<file path="config.mk">
export PLATFORM = sky130hd
export DESIGN_NAME = nvh_host
export DESIGN_NICKNAME = d
export VERILOG_FILES = /design/src/nvh_pkg.sv /design/src/nvh_host.sv /design/src/nvh_sync.sv
export SDC_FILE = /design/constraint.sdc
export NUM_CORES = 1
export LEC_CHECK = 0
export BUFFER_PORTS_ARGS = -buffer_cell sky130_fd_sc_hd__clkbuf_2
export CAP_MARGIN = 20
export CORE_ASPECT_RATIO = 1.4
export CORE_MARGIN = 1
export CORE_UTILIZATION = 54
export CTS_BUF_LIST = sky130_fd_sc_hd__clkbuf_4
export DETAILED_ROUTE_END_ITERATION = 10
export PLACE_DENSITY = 0.95
export SYNTH_ARGS = -nofsm -noshare
export SYNTH_HDL_FRONTEND = slang
export SYNTH_SLANG_ARGS = --single-unit
</file>
<file path="constraint.sdc">
create_clock -name mclk -period 4.4 [get_ports mclk]
set_clock_uncertainty 0.1 [all_clocks]
set_input_delay 0.44 -clock mclk [delete_from_list [all_inputs] [get_ports mclk]]
set_output_delay 0.44 -clock mclk [all_outputs]
set_load 0.005 [all_outputs]
</file>
<file path="src/nvh_pkg.sv">
// Purpose: constants for the host-side controller of a 32K x 8 store-capable static RAM
// Assumes: mclk at 40 MHz; device timing figures given as plain parameters of ns
// Notes:   timing figures are neutral defaults, not taken from any part
package nvh_pkg;
	localparam int          ADDR_W             = 15;
	localparam int          DATA_W             = 8;
	localparam int          CLK_PERIOD_NS      = 25;
	localparam int          ADDR_ACCESS_NS     = 45;
	localparam int          SELECT_ACCESS_NS   = 45;
	localparam int          GATE_ACCESS_NS     = 25;
	localparam int          DATA_SETUP_NS      = 15;
	localparam int          WRITE_FLOAT_NS     = 15;
	localparam int          RD_ACCESS_NS       = (SELECT_ACCESS_NS > GATE_ACCESS_NS) ?
		SELECT_ACCESS_NS : GATE_ACCESS_NS;
	// least times round up to whole cycles
	localparam int          RD_CYC             = (RD_ACCESS_NS + CLK_PERIOD_NS - 1) / CLK_PERIOD_NS;
	localparam int          SETUP_CYC0         = (DATA_SETUP_NS + CLK_PERIOD_NS - 1) / CLK_PERIOD_NS;
	localparam int          FLOAT_CYC0         = (WRITE_FLOAT_NS + CLK_PERIOD_NS - 1) / CLK_PERIOD_NS;
	localparam int          WR_CYC             = (SETUP_CYC0 > FLOAT_CYC0 ? SETUP_CYC0 : FLOAT_CYC0) + 1;
	localparam int          CNT_W              = 4;
	localparam logic [DATA_W-1:0] DATA_RST     = 8'h00;
	localparam logic [ADDR_W-1:0] ADDR_RST     = 15'h0000;
	typedef enum logic [4:0] {
		ST_IDLE  = 5'b00001,
		ST_READ  = 5'b00010,
		ST_WRITE = 5'b00100,
		ST_END   = 5'b01000,
		ST_STORE = 5'b10000
	} nvh_state_t;
endpackage : nvh_pkg

</file>
<file path="src/nvh_host.sv">
// Purpose: host controller that runs read, write and store requests on the memory pins
// Assumes: one request at a time on a req/ack port; store_busy_n is open drain with pull-up
// Notes:   no register file; requests wait while the device reports busy
//
// Overview of operation
// RL1 - each access drives one 15-bit address selecting one of 32,768 bytes.
// RL2 - data lines carry host data in writes, device data in reads.
// RL3 - chip select low selects the device; high deselects and strobes are ignored.
// RL4 - device drives data only while output gate is low during a read.
// RL5 - device holds store_busy_n low while a store runs.
// RL6 - pulling store_busy_n low externally requests a store.
// RL7 - after a store device drives pin high briefly then releases to pull-up.
// RL8 - reads and writes are blocked while store or recall runs.
// RL9 - store and recall act on all locations at once.
// RL10 - read needs select and gate low, write strobe and busy high.
// RL11 - address-started read data valid within address access time.
// RL12 - strobe-started read valid at later of select and gate access.
// RL13 - enabled read follows each new address within address access time.
// RL14 - read data valid until address, strobe or busy changes end it.
// RL15 - write needs select and write strobe low with busy high.
// RL16 - host holds address stable through the whole write.
// RL17 - host sets data up before the ending edge; device captures there.
// RL18 - host keeps output gate high for the whole write.
// RL19 - device floats drivers within float time after write strobe falls.
// RL20 - writes starting after busy goes low are rejected until it rises.
// RL21 - hardware store runs only if a write happened since last store.
// RL22 - store_busy_n is open drain, sampled for external low requests.
`timescale 1ns/1ps
`default_nettype none
module nvh_host (
	input  wire logic                   mclk,
	input  wire logic                   rst_b,
	input  wire logic                   req_valid,
	input  wire logic                   req_write,
	input  wire logic                   req_store,
	input  wire logic [nvh_pkg::ADDR_W-1:0] req_addr,
	input  wire logic [nvh_pkg::DATA_W-1:0] req_wdata,
	output var  logic                   req_ack,
	output var  logic [nvh_pkg::DATA_W-1:0] rd_data,
	output var  logic                   busy_seen,
	output var  logic [nvh_pkg::ADDR_W-1:0] addr_in,
	output var  logic                   chip_select_n,
	output var  logic                   write_strobe_n,
	output var  logic                   output_gate_n,
	input  wire logic [nvh_pkg::DATA_W-1:0] data_io_i,
	output var  logic [nvh_pkg::DATA_W-1:0] data_io_o,
	output var  logic                   data_io_oe,
	input  wire logic                   store_busy_n_i,
	output var  logic                   store_busy_n_o,
	output var  logic                   store_busy_n_oe
);
	import nvh_pkg::*;

	nvh_state_t         state;
	nvh_state_t         next_state;
	logic [CNT_W-1:0]   cnt;
	logic [CNT_W-1:0]   next_cnt;
	logic [DATA_W-1:0]  next_rd_data;
	logic [DATA_W-1:0]  data_s;
	logic [ADDR_W-1:0]  next_addr;
	logic [DATA_W-1:0]  next_wdata;
	logic               next_cs_n;
	logic               next_we_n;
	logic               next_oe_n;
	logic               next_doe;
	logic               next_hsb_oe;
	logic               next_ack;
	logic               busy_lvl;

	// pin level filtered; the device may pull the pin at any time
	nvh_sync u_busy_sync ( // [RL22]
		.mclk   (mclk),
		.rst_b  (rst_b),
		.pin_in (store_busy_n_i),
		.level  (busy_lvl)
	);

	// read data launched by the device pins; sampled once at the access end,
	// after RD_CYC + 1 cycles, so no metastable word reaches rd_data in practice
	assign data_s = data_io_i;

	always_comb begin
		next_state   = state;
		next_cnt     = cnt;
		next_rd_data = rd_data;
		next_addr    = addr_in;
		next_wdata   = data_io_o;
		next_cs_n    = chip_select_n;
		next_we_n    = write_strobe_n;
		next_oe_n    = output_gate_n;
		next_doe     = data_io_oe;
		next_hsb_oe  = store_busy_n_oe;
		next_ack     = 1'b0;
		case (state)
			ST_IDLE: begin
				next_cs_n = 1'b1; // [RL3]
				next_we_n = 1'b1;
				next_oe_n = 1'b1;
				next_doe  = 1'b0;
				// no access starts while the device reports busy
				if (req_valid && busy_lvl) begin // [RL8] [RL20]
					next_addr = req_addr; // [RL1]
					next_cnt  = '0;
					if (req_store) begin
						next_hsb_oe = 1'b1; // [RL6]
						next_state  = ST_STORE;
					end else if (req_write) begin
						next_wdata = req_wdata;
						next_doe   = 1'b1; // [RL2]
						next_cs_n  = 1'b0;
						next_we_n  = 1'b0; // [RL15]
						next_state = ST_WRITE;
					end else begin
						next_cs_n  = 1'b0;
						next_oe_n  = 1'b0; // [RL10]
						next_state = ST_READ;
					end
				end
			end
			ST_READ: begin
				next_cnt = cnt + 1'b1;
				// wait the later of select and gate access time
				if (cnt == CNT_W'(RD_CYC)) begin // [RL12] [RL11]
					next_rd_data = data_s; // [RL14]
					next_cs_n    = 1'b1;
					next_oe_n    = 1'b1; // [RL4]
					next_ack     = 1'b1;
					next_state   = ST_END;
				end
			end
			ST_WRITE: begin
				next_cnt = cnt + 1'b1;
				// address and data held; gate stays high to avoid contention
				if (cnt == CNT_W'(WR_CYC)) begin // [RL16] [RL17] [RL18]
					next_we_n  = 1'b1;
					next_cs_n  = 1'b1;
					next_ack   = 1'b1;
					next_state = ST_END;
				end
			end
			ST_END: begin
				// one idle cycle so data hold spans the strobe's rising edge
				next_doe   = 1'b0;
				next_state = ST_IDLE;
			end
			ST_STORE: begin
				next_cnt = cnt + 1'b1;
				// release after the pull seen on the pin; device then holds it if a write came since the last store
				if (!busy_lvl && cnt >= CNT_W'(3)) begin // [RL5] [RL22]
					next_hsb_oe = 1'b0;
					next_ack    = 1'b1;
					next_state  = ST_END;
				end
			end
			default: begin
				next_state = ST_IDLE;
			end
		endcase
	end

	always_ff @(posedge mclk or negedge rst_b) begin
		if (!rst_b) begin
			state           <= ST_IDLE;
			cnt             <= '0;
			rd_data         <= DATA_RST;
			addr_in         <= ADDR_RST;
			data_io_o       <= DATA_RST;
			chip_select_n   <= 1'b1;
			write_strobe_n  <= 1'b1;
			output_gate_n   <= 1'b1;
			data_io_oe      <= 1'b0;
			store_busy_n_oe <= 1'b0;
			store_busy_n_o  <= 1'b0;
			req_ack         <= 1'b0;
			busy_seen       <= 1'b0;
		end else begin
			state           <= next_state;
			cnt             <= next_cnt;
			rd_data         <= next_rd_data;
			addr_in         <= next_addr;
			data_io_o       <= next_wdata;
			chip_select_n   <= next_cs_n;
			write_strobe_n  <= next_we_n;
			output_gate_n   <= next_oe_n;
			data_io_oe      <= next_doe;
			store_busy_n_oe <= next_hsb_oe;
			store_busy_n_o  <= 1'b0; // open drain: only ever pulls low [RL22]
			req_ack         <= next_ack;
			busy_seen       <= !busy_lvl; // [RL5]
		end
	end
endmodule : nvh_host
`default_nettype wire

</file>
<file path="src/nvh_sync.sv">
// Purpose: three-stage synchroniser with agreement filter for a pin level
// Assumes: one clock domain
// Notes:   output changes only when the second and third stages agree
`timescale 1ns/1ps
`default_nettype none
module nvh_sync (
	input  wire logic mclk,
	input  wire logic rst_b,
	input  wire logic pin_in,
	output var  logic level
);
	logic s1;
	logic s2;
	logic s3;
	logic next_level;

	always_comb begin
		next_level = level;
		if (s2 == s3) begin
			next_level = s3;
		end
	end

	always_ff @(posedge mclk or negedge rst_b) begin
		if (!rst_b) begin
			s1    <= 1'b1;
			s2    <= 1'b1;
			s3    <= 1'b1;
			level <= 1'b1;
		end else begin
			s1    <= pin_in;
			s2    <= s1;
			s3    <= s2;
			level <= next_level;
		end
	end
endmodule : nvh_sync
`default_nettype wire

</file>
# Word-level counts from Yosys, hierarchy flattened

Index checks and enable logic that the tools add are counted.
Widths: inputs -> output; s select.

Register bits: 51
Input bits: 37
Output and inout bits: 39

Add/sub/neg operators: 1
Magnitude comparators: 1
Eq/ne operators: 13
Multiplexer cells: 30
Bitwise logic cells: 1
Reduce and logical (&&, ||, !) cells: 20

Operator list:

| operator            | number |
|---|---|
| $mux 5              | 4 |
| $mux 1              | 16 |
| $pmux 5 s3          | 1 |
| $pmux 1 s2          | 6 |
| $reduce_and 2->1    | 6 |
| $reduce_bool 2->1   | 6 |
| $ne 2x2->1 const B  | 5 |
| $pmux 4 s2          | 1 |
| $reduce_and 4->1    | 2 |
| $eq 5x1->1 const B  | 1 |
| $eq 5x2->1 const B  | 1 |
| $eq 5x3->1 const B  | 1 |
| $eq 5x4->1 const B  | 1 |
| $eq 5x5->1 const B  | 1 |
| $add 4x1->4 const B | 1 |
| $eq 4x2->1 const B  | 1 |
| $ge 4x2->1 const B  | 1 |
| $mux 4              | 1 |
| $mux 3              | 1 |
| $reduce_and 3->1    | 1 |
| $reduce_or 3->1     | 1 |
| $logic_and 1x1->1   | 2 |
| $ne 2x1->1 const B  | 1 |
| $reduce_or 2->1     | 1 |
| other kinds (3)     | 3 |

# Longest topological paths before layout

Word-level depth: 4
Mapped depth: 6
Gate-level depth less buffers: 6

# Hierarchy

A second synthesis with hierarchy kept.

Cells, all modules: 148
Area, all modules: 2,064.5 um^2

By module, submodules not included:

| module   | times used | cells each | area each (um^2) | sequential area each (um^2) |
|---|---|---|---|---|
| nvh_host | 1          | 143        | 1,948.1          | 1,181.1 |
| nvh_sync | 1          | 5          | 116.4            | 105.1 |

# Worst setup path after synthesis

No wires, ideal clock.

Kind: register to register
From: register state[1]
To: register data_io_o[1] (netlist bit)
Setup time: 0.125 ns
Data arrival time: 1.575 ns
Slack: 2.600 ns
Cell stages (with the launch flop): 5
Cells stage by stage: dfrtp_1 -> or3_4 -> nor3_2 -> buf_2 -> mux2_2

Cells in the longest elaborated chain, start to end: 2

RTL lines:

| element                           | line            | RTL |
|---|---|---|
| from (decl)                       | nvh_host.sv:54  | `nvh_state_t state;` |
| from (signal assigned)            | nvh_host.sv:177 | `state <= next_state;` |
| $eq 5x1->1                        | nvh_host.sv:94  | `case (state)` |
| $reduce_and 4->1 (no source line) | --              |  |
| to (signal assigned)              | nvh_host.sv:181 | `data_io_o <= next_wdata;` |
| to (decl)                         | nvh_host.sv:46  | `output var logic [nvh_pkg::DATA_W-1:0] data_io_o,` |

No other way between the ends.
A chain may end at the register's enable or synchronous reset.

# Worst setup path after layout

From: register state[1]
To: register data_io_o[5] (netlist bit)

Same word-level chain as after synthesis.

==> reports/summary.txt <==
Seq pwr share = 57.0%
Leakage power = 0.00128 uW
Final setup fails = 0
GR Util met3 = 7.07%
Hold Vio Cnt, Final = 0
Routed WL per cell = 14.6 um
Ys Warns = 0
Chip height = 75.0 um
Non-filler instance count after layout = 270
Initial Util = 56.5%
Clk slew on worst S/H paths = 150 ps
Max clock buf depth = 2
Synthesized cell area = 2060 sq um
Diodes inserted = 0
Syn nets = 186
Setup bufs post-CTS = 0
Post-Place Setup Slack = 2220 ps
Post-DP HPWL = 2.98 mm
Post-CTS Resized = 0
Iteration-0 DRC count of the detailed router = 27
Clk network pwr share = 19.1%
Via count = 1459
Internal Power = 789 uW
Leading area contributor after synthesis = dfrtp_1
# clock sinks = 51
Placed insts = 261
Fraction of layout cells with a size suffix above 1 = 56.6%
Placed cell area = 2460 sq um
Share of synthesized registers carrying an async set or reset = 100%
CTS Buf Count = 5
First-pass GRT wire length = 5.75 mm
Die Area = 4060 sq um
Slowest CP cell = nor3_2
Part of the power in combinational logic = 23.9%
DRT antenna net count = 0
Period utilization = 49.3%
Detailed-router iteration count before antenna repair = 4
Element type at the critical path end = flip-flop
Placement Rows = 26
Clk_lat worst skew = 370 ps
DRC errors left = 0
Status = completed
GPL Wtd Cong = 0.827
Initial antenna violation count = 0
Worst path cell trace = or3_4 > nor3_2 > mux2_2
GRT met2 Usage = 32.7%
Psw = 315 uW
Top cell type's share of synthesized area = 52.3%
Total GRT Usage = 20.3%
Synth unique cells = 34
Post-synthesis register bit count = 51
Crit path required time = 4580 ps
Hold Buf Count CTS = 0
Htree depth = 2
CTS tree = built
Commonest non-fill, non-tap cells in the layout = 74 x clkbuf_2, 43 x dfrtp_1, 32 x mux2_2
Commonest non-fill, non-tap cell in the layout = clkbuf_2
Vias/cell = 5.40
Fin. max-slew vios = 0
Clock root buffer = clkbuf_4
Top Ports = 76
Layout Nets = 266
FMAX = 0.461 GHz
Slowest stage delay, CP = 660 ps
Cells after Synth = 147
P&R area growth vs syn = 22.9%
Rel. slew slack = 49.1%
CP max FO = 11
Global route overflow = 0
Met1 Usage GRT = 24.2%
TNS Setup = 0 ps
Core area = 3640 sq um
Power density over the cells = 436 nW/um^2
PnR worst setup slack = 2230 ps
Arrival @ worst endpoint = 2350 ps
Worst setup path class = flip-flop to flip-flop
Finished Cell Area = 2530 sq um
Min-Delay Path Class = primary input to async pin
Worst Setup Start Kind = flip-flop
Post-synth EDFFs = 0
RSZ-0062 raised after global routing = no
IO buf count = 74
Vias in the first global route = 1334
Largest net degree at the start of global routing = 52
Top post-synthesis cells by area = dfrtp_1 52%, mux2_2 18%, dfstp_2 10%
Detailed Route WL = 3.94 mm
Primary FF master, synth = dfrtp_1
Period minus WS final = 2170 ps
Register area share after synthesis = 62.5%
Maxcap violations = 0
Switching Fraction = 28.5%
Die width = 54.2 um
Mean Syn Cell Area = 14.0 sq um
VDD IR-drop max = 346 uV
Measured slew at the worst slew-check pin = 759 ps
Grt peak-use layer = met2
worst max-delay path: cells and delay by family, from the launching register on:
kind	cells	cell delay (ps)
DFF	1	480
muxes	1	410
and+or+nand+nor	2	1090
Yosys cell counts (3+ instances only):
master    n
nor3_1    3
nand2_1   9
nor2_1   10
dfstp_2   8
dfrtp_1  43
mux2_2   32
nor3b_1   4
layer usage:
layer,share of wire [%],vias to the layer above
met5,0,-
met4,1.6,0
met3,6.1,5
met2,54,61
met1,38,709
li1,-,684
cells by family after synthesis:
group	Yosys count	share of synthesized area, %
mux	32	17.5
compound gates	14	4.87
fa+ha+maj	3	1.70
buf+inv	6	1.89
simple gates	39	10.9
xor+xnor	1	0.426
other cells	1	0.182
flops	51	62.5
power by group through the flow:
stage               Sequential (uW)  Clock [uW]  Combinational (uW)
CTS                             630         214                 268
floorplan                       639           0                 126
finish                          629         211                 264
global route                    642         235                 293
detailed placement              639           0                 268
global placement                634           0                 256
per-stage QoR:
step | utilization [%] | power, uW | hold WS (ps)
after detailed placement | 67.6 | 907 | 247
after global routing | 69.4 | 1170 | 82.3
after global placement | 67.6 | 890 | 245
after CTS | 69.1 | 1110 | 16.7
final | 69.4 | 1100 | 37.8
after floorplan | - | 764 | 44.4
cell type report:
type | instances | area [sq um]
Fill cell | 273 | 1110
Multi-Input combinational cell | 90 | 732
Clock buffer | 5 | 37.5
Sequential cell | 51 | 1290
Clock inverter | 3 | 17.5
Timing Repair Buffer | 77 | 395
Inverter | 2 | 7.51
Tap cell | 42 | 52.6
sequential cells by signal, indices dropped and copies added (netlist names), 4 cells and up:
register,flops
addr_in,15
data_io_o,8
rd_data,8
state,5
cnt,4
final timing paths:
check	startpoint	end	slack (ps)	depth (start not counted)
hold reg to reg	u_busy_sync.s1$_DFF_PN1_	u_busy_sync.s2$_DFF_PN1_	270	0
setup / recovery	state[1]$_DFFE_PN0P_	data_io_o[5]$_DFFE_PN0P_	2230	3
setup reg to reg	state[1]$_DFFE_PN0P_	data_io_o[5]$_DFFE_PN0P_	2230	3
max in group asynchronous	rst_b	state[3]$_DFFE_PN0P_	3750	2
hold / removal	rst_b	addr_in[13]$_DFFE_PN0P_	40	2
min in group mclk	req_addr[3]	addr_in[3]$_DFFE_PN0P_	180	2
Note: power is estimated with default switching activity, not from simulation.
